## config.mk

```make
export PLATFORM = sky130hd
export DESIGN_NAME = rx_address_filter_table
export DESIGN_NICKNAME = d
export VERILOG_FILES = /design/src/verilog/addr_filter_pkg.sv /design/src/verilog/slot_compare.sv /design/src/verilog/rx_address_filter_table.sv
export SDC_FILE = /design/constraint.sdc
export NUM_CORES = 2
export LEC_CHECK = 0
export BUFFER_PORTS_ARGS = -buffer_cell sky130_fd_sc_hd__buf_4
export CORE_MARGIN = 2
export CORE_UTILIZATION = 55
export DETAILED_ROUTE_END_ITERATION = 8
export GPL_ROUTABILITY_DRIVEN = 0
export PLACE_DENSITY = 0.72
export SETUP_SLACK_MARGIN = 0.02
export SYNTH_ARGS = -nofsm -noshare
export SYNTH_HDL_FRONTEND = slang
export SYNTH_HIERARCHICAL = 1
export SYNTH_SLANG_ARGS = --single-unit
```

## constraint.sdc

```tcl
create_clock -name mclk -period 11.13 [get_ports mclk]
set_clock_uncertainty 0.1 [all_clocks]
set_input_delay 2.226 -clock mclk [delete_from_list [all_inputs] [get_ports mclk]]
set_output_delay 2.226 -clock mclk [all_outputs]
set_load 0.005 [all_outputs]
```

## src/verilog/addr_filter_pkg.sv

```systemverilog
// shared constants for the receive address filter table
package addr_filter_pkg;
   localparam int          ADDR_W        = 12;
   localparam int          DATA_W        = 32;
   localparam int          SLOT_COUNT    = 8;
   localparam int          SLOT_W        = 3;
   localparam int          DEST_W        = 48;
   localparam int          HIGH_W        = DEST_W - DATA_W;
   // register byte addresses
   localparam logic [11:0] FILTER_CONTROL_ADDR = 12'h708;
   localparam logic [11:0] SLOT_ENABLE_ADDR    = 12'h70C;
   localparam logic [11:0] PATTERN_BASE_ADDR   = 12'h710;
   localparam logic [11:0] PATTERN_LAST_ADDR   = 12'h74C;
   localparam logic [11:0] MASK_BASE_ADDR      = 12'h750;
   localparam logic [11:0] MASK_LAST_ADDR      = 12'h78C;
   localparam logic [11:0] HIGH_WORD_STEP      = 12'h004;
   // field positions
   localparam int          ACCEPT_ALL_BIT = 31;
   localparam int          SLOT_ENABLE_BIT = 0;
   // reset values
   localparam logic [47:0] PATTERN_RESET = 48'hFFFF_FFFF_FFFF;
   localparam logic [47:0] MASK_RESET    = 48'hFFFF_FFFF_FFFF;
   localparam logic        ACCEPT_ALL_RESET = 1'b1;
   localparam logic [2:0]  SLOT_SEL_RESET   = 3'h0;
   localparam logic [31:0] ZERO_WORD        = 32'h0000_0000;
endpackage : addr_filter_pkg

```

## src/verilog/slot_compare.sv

```systemverilog
// one address table slot compare: masked equality against a destination
`timescale 1ns/10ps
module slot_compare
   import addr_filter_pkg::*;
(
   input  wire logic [47:0] destination_field,
   input  wire logic [47:0] pattern,
   input  wire logic [47:0] mask,
   input  wire logic        enable,
   output logic             pass
);
   // disabled slot lets every frame through; masked-out bits are ignored
   assign pass = !enable || // [RULE9]
                 (((destination_field ^ pattern) & mask) == '0); // [RULE6]
endmodule : slot_compare

```

## src/verilog/rx_address_filter_table.sv

```systemverilog
// receive address filter table with register window and match output
//
// How it works
// RULE1: pattern registers span 0x710 to 0x74C and share one layout.
// RULE2: a pattern write lands in the selected slot, low word at 0x710.
// RULE3: the first address byte on the wire is the lowest pattern byte.
// RULE4: after reset every pattern is ones in bits 47:0, matching broadcast.
// RULE5: mask registers span 0x750 to 0x78C and reset to ones in 47:0.
// RULE6: only pattern bits whose mask bit is 1 take part in the compare.
// RULE7: software wanting a full compare sets mask bits 47:0 to one.
// RULE8: control bits 2-0 at 0x708 pick the slot the shared words reach.
// RULE9: each slot has an enable at 0x70C and passes every frame when clear.
// RULE10: control bit 31 set delivers every frame whatever its destination.
// RULE11: with the filter not built, all filter locations read as zero.
// RULE12: an enabled slot matches only if all masked bits equal its pattern.
`timescale 1ns/10ps
module rx_address_filter_table
   import addr_filter_pkg::*;
#(
   parameter bit FILTER_PRESENT = 1'b1
)(
   input  wire logic        mclk,
   input  wire logic        rst,
   input  wire logic [11:0] reg_addr,
   input  wire logic        reg_write,
   input  wire logic        reg_read,
   input  wire logic [31:0] reg_wdata,
   output logic      [31:0] reg_rdata,
   input  wire logic [47:0] destination_field,
   input  wire logic        destination_valid,
   output logic             frame_accept,
   output logic             frame_accept_valid
);
   // word codes of a two-word window
   typedef enum logic [1:0] {
      WORD_NONE = 2'h0,
      WORD_LOW  = 2'h1,
      WORD_HIGH = 2'h3
   } window_word_t;

   // table storage: one pattern and one mask per slot
   logic [DEST_W-1:0]     pattern [SLOT_COUNT];
   logic [DEST_W-1:0]     mask    [SLOT_COUNT];
   logic [SLOT_COUNT-1:0] slot_enable;
   logic [SLOT_COUNT-1:0] slot_pass;
   // control register fields
   logic [SLOT_W-1:0]     slot_sel;
   logic                  accept_all;
   // register port decode
   logic                  ctrl_hit;
   logic                  enable_hit;
   window_word_t          pat_word;
   window_word_t          msk_word;
   logic                  ctrl_write;
   logic                  enable_write;
   logic                  pat_write;
   logic                  msk_write;
   // next values of the registered outputs
   logic [DATA_W-1:0]     next_rdata;
   logic                  next_accept;

   // map an address onto a two-word window; other words of the range
   // are reserved, so they decode as no word and read zero
   function automatic window_word_t window_word(input logic [11:0] a,
                                                input logic [11:0] base,
                                                input logic [11:0] last);
      window_word_t w;
      logic [11:0]  high;
      w    = WORD_NONE;
      high = base + HIGH_WORD_STEP;
      if (a >= base && a <= last) begin
         if (a == base) begin
            w = WORD_LOW;
         end else if (a == high) begin
            w = WORD_HIGH;
         end
      end
      return w;
   endfunction : window_word

   // read view of one 48-bit table entry through its window
   function automatic logic [DATA_W-1:0] word_of(
      input logic [DEST_W-1:0] value,
      input window_word_t      word
   );
      logic [DATA_W-1:0] w;
      w = ZERO_WORD;
      if (word == WORD_LOW) begin
         w = value[DATA_W-1:0];
      end else if (word == WORD_HIGH) begin
         w[HIGH_W-1:0] = value[DEST_W-1:DATA_W];
      end
      return w;
   endfunction : word_of

   // write of one window word into a 48-bit entry; upper write bits of
   // the high word have no storage and are dropped
   function automatic logic [DEST_W-1:0] merged(
      input logic [DEST_W-1:0] old,
      input window_word_t      word,
      input logic [DATA_W-1:0] wdata
   );
      logic [DEST_W-1:0] v;
      v = old;
      if (word == WORD_LOW) begin
         v[DATA_W-1:0] = wdata;
      end else if (word == WORD_HIGH) begin
         v[DEST_W-1:DATA_W] = wdata[HIGH_W-1:0];
      end
      return v;
   endfunction : merged

   assign ctrl_hit     = (reg_addr == FILTER_CONTROL_ADDR);
   assign enable_hit   = (reg_addr == SLOT_ENABLE_ADDR);
   assign pat_word     = window_word(reg_addr, PATTERN_BASE_ADDR,
                                     PATTERN_LAST_ADDR); // [RULE1]
   assign msk_word     = window_word(reg_addr, MASK_BASE_ADDR,
                                     MASK_LAST_ADDR); // [RULE5]
   assign ctrl_write   = reg_write && ctrl_hit;
   assign enable_write = reg_write && enable_hit;
   assign pat_write    = reg_write && (pat_word != WORD_NONE);
   assign msk_write    = reg_write && (msk_word != WORD_NONE);

   // control register: slot selector and accept-everything
   always_ff @(posedge mclk) begin
      if (rst) begin
         slot_sel   <= SLOT_SEL_RESET;
         accept_all <= ACCEPT_ALL_RESET;
      end else if (ctrl_write) begin
         slot_sel   <= reg_wdata[SLOT_W-1:0]; // [RULE8]
         accept_all <= reg_wdata[ACCEPT_ALL_BIT]; // [RULE10]
      end
   end

   // one enable per slot, reached through the selector
   always_ff @(posedge mclk) begin
      if (rst) begin
         slot_enable <= '0;
      end else if (enable_write) begin
         slot_enable[slot_sel] <= reg_wdata[SLOT_ENABLE_BIT]; // [RULE9]
      end
   end

   // pattern table; the first wire byte lives in bits 7:0, so software
   // writes the address exactly as the receive path presents it
   always_ff @(posedge mclk) begin
      if (rst) begin
         for (int i = 0; i < SLOT_COUNT; i++) begin
            pattern[i] <= PATTERN_RESET; // [RULE4]
         end
      end else if (pat_write) begin
         pattern[slot_sel] <= merged(pattern[slot_sel], pat_word,
                                     reg_wdata); // [RULE2] [RULE3]
      end
   end

   // mask table, same window layout as the patterns
   always_ff @(posedge mclk) begin
      if (rst) begin
         for (int i = 0; i < SLOT_COUNT; i++) begin
            mask[i] <= MASK_RESET; // [RULE5]
         end
      end else if (msk_write) begin
         mask[slot_sel] <= merged(mask[slot_sel], msk_word,
                                  reg_wdata); // [RULE5]
      end
   end

   // read mux; unmapped words and reserved bits read zero
   always_comb begin
      next_rdata = ZERO_WORD;
      if (ctrl_hit) begin
         next_rdata[ACCEPT_ALL_BIT] = accept_all; // [RULE10]
         next_rdata[SLOT_W-1:0]     = slot_sel; // [RULE8]
      end else if (enable_hit) begin
         next_rdata[SLOT_ENABLE_BIT] = slot_enable[slot_sel]; // [RULE9]
      end else if (pat_word != WORD_NONE) begin
         next_rdata = word_of(pattern[slot_sel], pat_word); // [RULE1]
      end else if (msk_word != WORD_NONE) begin
         next_rdata = word_of(mask[slot_sel], msk_word); // [RULE5]
      end
      if (!FILTER_PRESENT) begin
         next_rdata = ZERO_WORD; // [RULE11]
      end
   end

   // read data is registered and holds until the next read
   always_ff @(posedge mclk) begin
      if (rst) begin
         reg_rdata <= ZERO_WORD;
      end else if (reg_read) begin
         reg_rdata <= next_rdata;
      end
   end

   generate
      for (genvar s = 0; s < SLOT_COUNT; s++) begin : g_slot
         slot_compare u_cmp (
            .destination_field (destination_field),
            .pattern           (pattern[s]),
            .mask              (mask[s]),
            .enable            (slot_enable[s]),
            .pass              (slot_pass[s])
         );
      end
   endgenerate

   // slots combine by or, so one disabled slot opens the filter; that is
   // the literal reading of the enable and software must keep it in mind
   assign next_accept = accept_all || !FILTER_PRESENT || // [RULE10] [RULE11]
                        (|slot_pass); // [RULE12]

   // verdict pulse follows each destination by one edge
   always_ff @(posedge mclk) begin
      if (rst) begin
         frame_accept_valid <= 1'b0;
      end else begin
         frame_accept_valid <= destination_valid;
      end
   end

   // verdict holds until the next destination
   always_ff @(posedge mclk) begin
      if (rst) begin
         frame_accept <= 1'b0;
      end else if (destination_valid) begin
         frame_accept <= next_accept;
      end
   end
endmodule : rx_address_filter_table

```

Word-level counts from Yosys, hierarchy flattened
Memory sizes are Yosys's and may differ from the RTL's. A register that Yosys moved wholly into a read port is not among the register bits. Index checks and enable logic that the tools add are counted.

Register bits: 46. RAM bits: 768. Bits of input ports: 97. Output and inout bits: 34. Word-level logic and storage cells: 133. Memories: 2.

Magnitude comparators: 6. Equality and inequality tests: 10. Multiplexer cells: 56. Bitwise gates (word level): 16. Reduce and logical (&&, ||, !) cells: 37.

Memory list: mask (words 8, width 48, read ports 9, clocked after Yosys merged registers in 1, wr ports 8, RTL line rx_address_filter_table.sv:43) `logic [DEST_W-1:0] mask [SLOT_COUNT];`; pattern (words 8, width 48, read ports 9, clocked after Yosys merged registers in 1, wr ports 8, RTL line rx_address_filter_table.sv:42) `logic [DEST_W-1:0] pattern [SLOT_COUNT];`.

Operators with widths (number): $and 48x48->48 (8); $logic_not 48->1 (8); $xor 48x48->48 (8); $mux 32 (8); $mux 16 (14); $mux 48 (2); $reduce_or 48->1 (2); $eq 12x11->1 const B (6); $mux 31 (1); $mux 28 (1); $ge 12x11->1 const B (2); $le 12x11->1 const B (2); $mux 3 (7); $mux 1 (14); $mux 2 (6); $logic_or 1x1->1 (9); $bwmux 8 (1); $logic_not 1->1 (8); $reduce_or 8->1 (1); $logic_and 1x1->1 (7); $eq 2x1->1 const B (2); $eq 2x2->1 const B (2); $lt 3x4->1 const B (1); $reduce_bool 2->1 (2); 3 further kinds (3).

Depth between registers and ports, before layout
Depth in word-level cells: 11. Depth in mapped cells: 10. Gate-level depth less buffers: 8.

Modules after synthesis
Netlist, hierarchy kept.

By module, submodules not included: rx_address_filter_table (instances 1, cells an instance 2458, area each 35584.1 um^2, sequential area each 24043.1 um^2); slot_compare (instances 8, cells an instance 80, area each 653.1 um^2, sequential area each 0.0 um^2).

Worst setup path after synthesis
Ideal clock, no wire load.

Kind: input-to-reg. From: input port reg_addr[7]. To: memory mask[2][0], enable pin. Setup time: 520 ps. Data arrival time: 6933 ps. Required time: 10510 ps. Path slack: 3577 ps. Stages: 7. Path buffers: 3. Path through: and4b_1 clkbuf_1 nand4_2 or3b_1 buf_2 buf_6 o21ai_0.

RTL lines: start: declaration (RTL line rx_address_filter_table.sv:24) `input wire logic [11:0] reg_addr,`; end: declaration (RTL line rx_address_filter_table.sv:43).

==> impl_metrics.env <==
export IMPL_hold_viol=0
export IMPL_dpl_instance_area_mm2=0.0428
export IMPL_status="completed"
export IMPL_synth_area_mm2=0.0408
export IMPL_slowest_stage="o21ai_4"
export IMPL_arrival_ns=6.04
export IMPL_synth_largest_area_cell="edfxtp_1"
export IMPL_cts_root_buffer="clkbuf_16"
export IMPL_antenna_found_initial=7
export IMPL_post_cts_buffers=0
export IMPL_grt_usage=0.377
export IMPL_drc=0
export IMPL_dieArea_mm2=0.0764
export IMPL_cts_tree="done"
export IMPL_tns_ns=0
export IMPL_leakagePower_nw=10.9
export IMPL_wl_um=145000
export IMPL_setup_violations=0
export IMPL_p_sw_frac=0.225
export IMPL_min_period_ns=5.84
export IMPL_synth_async_sr_flop_share=0
export IMPL_final_antenna_net_count=0
export IMPL_syn2layout_area_growth_pct=11.9
export IMPL_rsz0062_at_grt="no"
export IMPL_ys_seq_elements=817
export IMPL_clockPowerShare=0.446
export IMPL_final_period_utilization=0.525
export IMPL_wl_per_cell_um=34.5
export IMPL_synth_common_cells="nand2_1, edfxtp_1, xor2_1"
export IMPL_start_util=0.557
export IMPL_synth_area_per_cell_um2=13.2
export IMPL_crit_type="in2reg"
export IMPL_peakVddDrop_v=0.000131
export IMPL_p_sw_mw=1.49
export IMPL_drtIter0Drc=5581
export IMPL_ios=131
export IMPL_drtPass1Iterations=8
export IMPL_crit_family="compound AO/OA/AOI/OAI gates"
export IMPL_final_cell_area_mm2=0.0457
export IMPL_layout_nets=3278
export IMPL_cts_made_buffers=87
export IMPL_numPortBuffers=130
export IMPL_maxSlewHeadroom=0.0888
export IMPL_grt_pass1_vias=28879
export IMPL_crit_top_cell="buf_4"
export IMPL_grt_max_degree=105
export IMPL_power_density_mw_per_mm2=145
export IMPL_cts_sinks=817
export IMPL_cp_required_ns=11.33
export IMPL_clock_latency_ns=0.68
export IMPL_drv_cap=0
export IMPL_detailroute_via_count=29635
export IMPL_rows=99
export IMPL_htreeDepth=3
export IMPL_coreArea_mm2=0.0732
export IMPL_clock_path_buffers=3
export IMPL_die_h_um=276
export IMPL_cts_hold_buf=0
export IMPL_synth_distinct_cells=56
export IMPL_cts_resized=0
export IMPL_vias_per_cell=7.03
export IMPL_p_int_mw=5.12
export IMPL_cts_clk_slew_worst_paths_ns=0.06
export IMPL_synth_top_area_frac=0.565
export IMPL_yosys_warnings=6
export IMPL_synth_nets=3195
export IMPL_cp_end_kind="flop"
export IMPL_synthFlopType="edfxtp_1"
export IMPL_die_x_um=276
export IMPL_maxSlewViolCount=0
export IMPL_fmax_mhz=171
export IMPL_cp_cell_sequence="buf_4, nor4_4, and4_1, o2111ai_4, o21ai_4, buf_4"
export IMPL_overflow=0
export IMPL_post_synth_top_count_cell="nand2_1"
export IMPL_dp_hpwl_um=96100
export IMPL_hold_path_class="reg2reg"
export IMPL_comb_power_share=0.047
export IMPL_tightest_slew_ns=1.36
export IMPL_synth_edf_count=768
export IMPL_drive_above_1_share=0.179
export IMPL_cp_slowest_stage_delay_ns=1.29
export IMPL_crit_fanout=26
export IMPL_grt_first_pass_wirelength_um=206000
export IMPL_synth_area_top_cells="edfxtp_1, mux4_2, xor2_1"
export IMPL_ys_seq_area_frac=0.589
export IMPL_start_kind="primary input"
export IMPL_syn_inst=3098
export IMPL_worst_path_buf_inv=2
export IMPL_power_mw=6.60
export IMPL_power_frac_seq=0.507
[power by group through the flow]
stage	clock network [mW]	registers, mW	logic [mW]
2_1_floorplan	0	3.43	0.117
3_3_place_gp	0	3.41	0.294
3_5_place_dp	0	3.41	0.296
4_1_cts	2.93	3.35	0.297
5_1_grt	3.05	3.35	0.314
6_report	2.95	3.35	0.311
[logic make-up (layout without fill, tap and decap cells)]
family                 after synthesis  in the layout  share of synthesized area
XOR/XNOR                           384            384                     0.0824
AO/OA/AOI/OAI                      412            412                     0.0686
flip-flops                         817            817                      0.589
other                                0              2                          0
buffers and inverters              189            343                     0.0217
AND/OR/NAND/NOR                    971            971                     0.0966
multiplexers                       325            325                      0.142
[path summary, 6_finish.rpt]
| kind | cells past startpoint | endpoint | startpoint | slack [ns] |
|---|---|---|---|---|
| setup / recovery | 6 | pattern[1][26] | reg_addr[5] | 5.29 |
| hold / removal | 2 | reg_rdata[9] | reg_rdata[9] | 0.36 |
| setup reg to reg | 7 | mask[0][9] | flop | 6.66 |
| hold reg to reg | 2 | reg_rdata[9] | reg_rdata[9] | 0.36 |
[stage by stage]
stage                     instances  hold slack (ns)   util  setup slack, ns
after floorplan                3098            0.349      -             3.58
after global placement         4051            0.338  0.585             4.89
after detailed placement       4051            0.344  0.585             4.81
after CTS                      4211            0.357  0.624             5.46
after global routing           4212            0.392  0.624             5.33
final                          4213            0.356  0.624             5.29
[per-layer routing]
layer	up-vias	global-route usage	wire (um)
met5	-	0	55
met1	14367	0.486	48400
li1	11778	-	-
met2	2868	0.558	63200
met3	616	0.122	23100
met4	6	0.228	10600
[placed cells by master, fill, tap and decap left out, types with 8 or more instances in the layout]
master | netlist | routed
nor2_1 | 38 | 23
buf_4 | 15 | 178
clkbuf_1 | 75 | 16
o22ai_1 | 18 | 18
edfxtp_1 | 768 | 768
clkbuf_16 | 0 | 88
bufinv_16 | 0 | 9
nand3_1 | 8 | 8
o21ai_1 | 68 | 68
o21ai_0 | 64 | 48
nand2_1 | 827 | 827
mux2i_1 | 100 | 100
a22o_1 | 15 | 15
o31ai_1 | 8 | 8
clkinv_1 | 0 | 10
or4_1 | 9 | 9
clkinv_2 | 0 | 21
mux2_2 | 26 | 26
a22oi_1 | 192 | 192
nor3_1 | 12 | 12
a221oi_1 | 12 | 12
mux4_2 | 192 | 192
o21ai_4 | 0 | 16
dfxtp_1 | 49 | 46
o32ai_1 | 12 | 12
nand4_1 | 51 | 51
xor2_1 | 384 | 384
nor2_4 | 0 | 17
[tightest hold or removal path, stage by stage, from the launching register on]
cell and delay, ns:
dfxtp_1 0.33, nand2_1 0.05, o21ai_0 0.05
[state kept, by name, indices dropped and copies added (netlist names), named ones only]
| name | count |
|---|---|
| slot_sel | 3 |
| frame_accept | 1 |
| accept_all | 1 |
| pattern | 384 |
| slot_enable | 8 |
| reg_rdata | 32 |
| mask | 384 |
| frame_accept_valid | 1 |
[final cells by class]
class | instances | area, um2
inverters | 4 | 15.0
clock buffers | 109 | 2330
repair buffers | 179 | 1360
multi-input cells | 2092 | 16200
diodes | 2 | 5.00
well taps | 959 | 1200
flip-flops and latches | 817 | 24100
fillers | 5345 | 27500
clock inverters | 51 | 509
(Power assumes the default switching activity.)
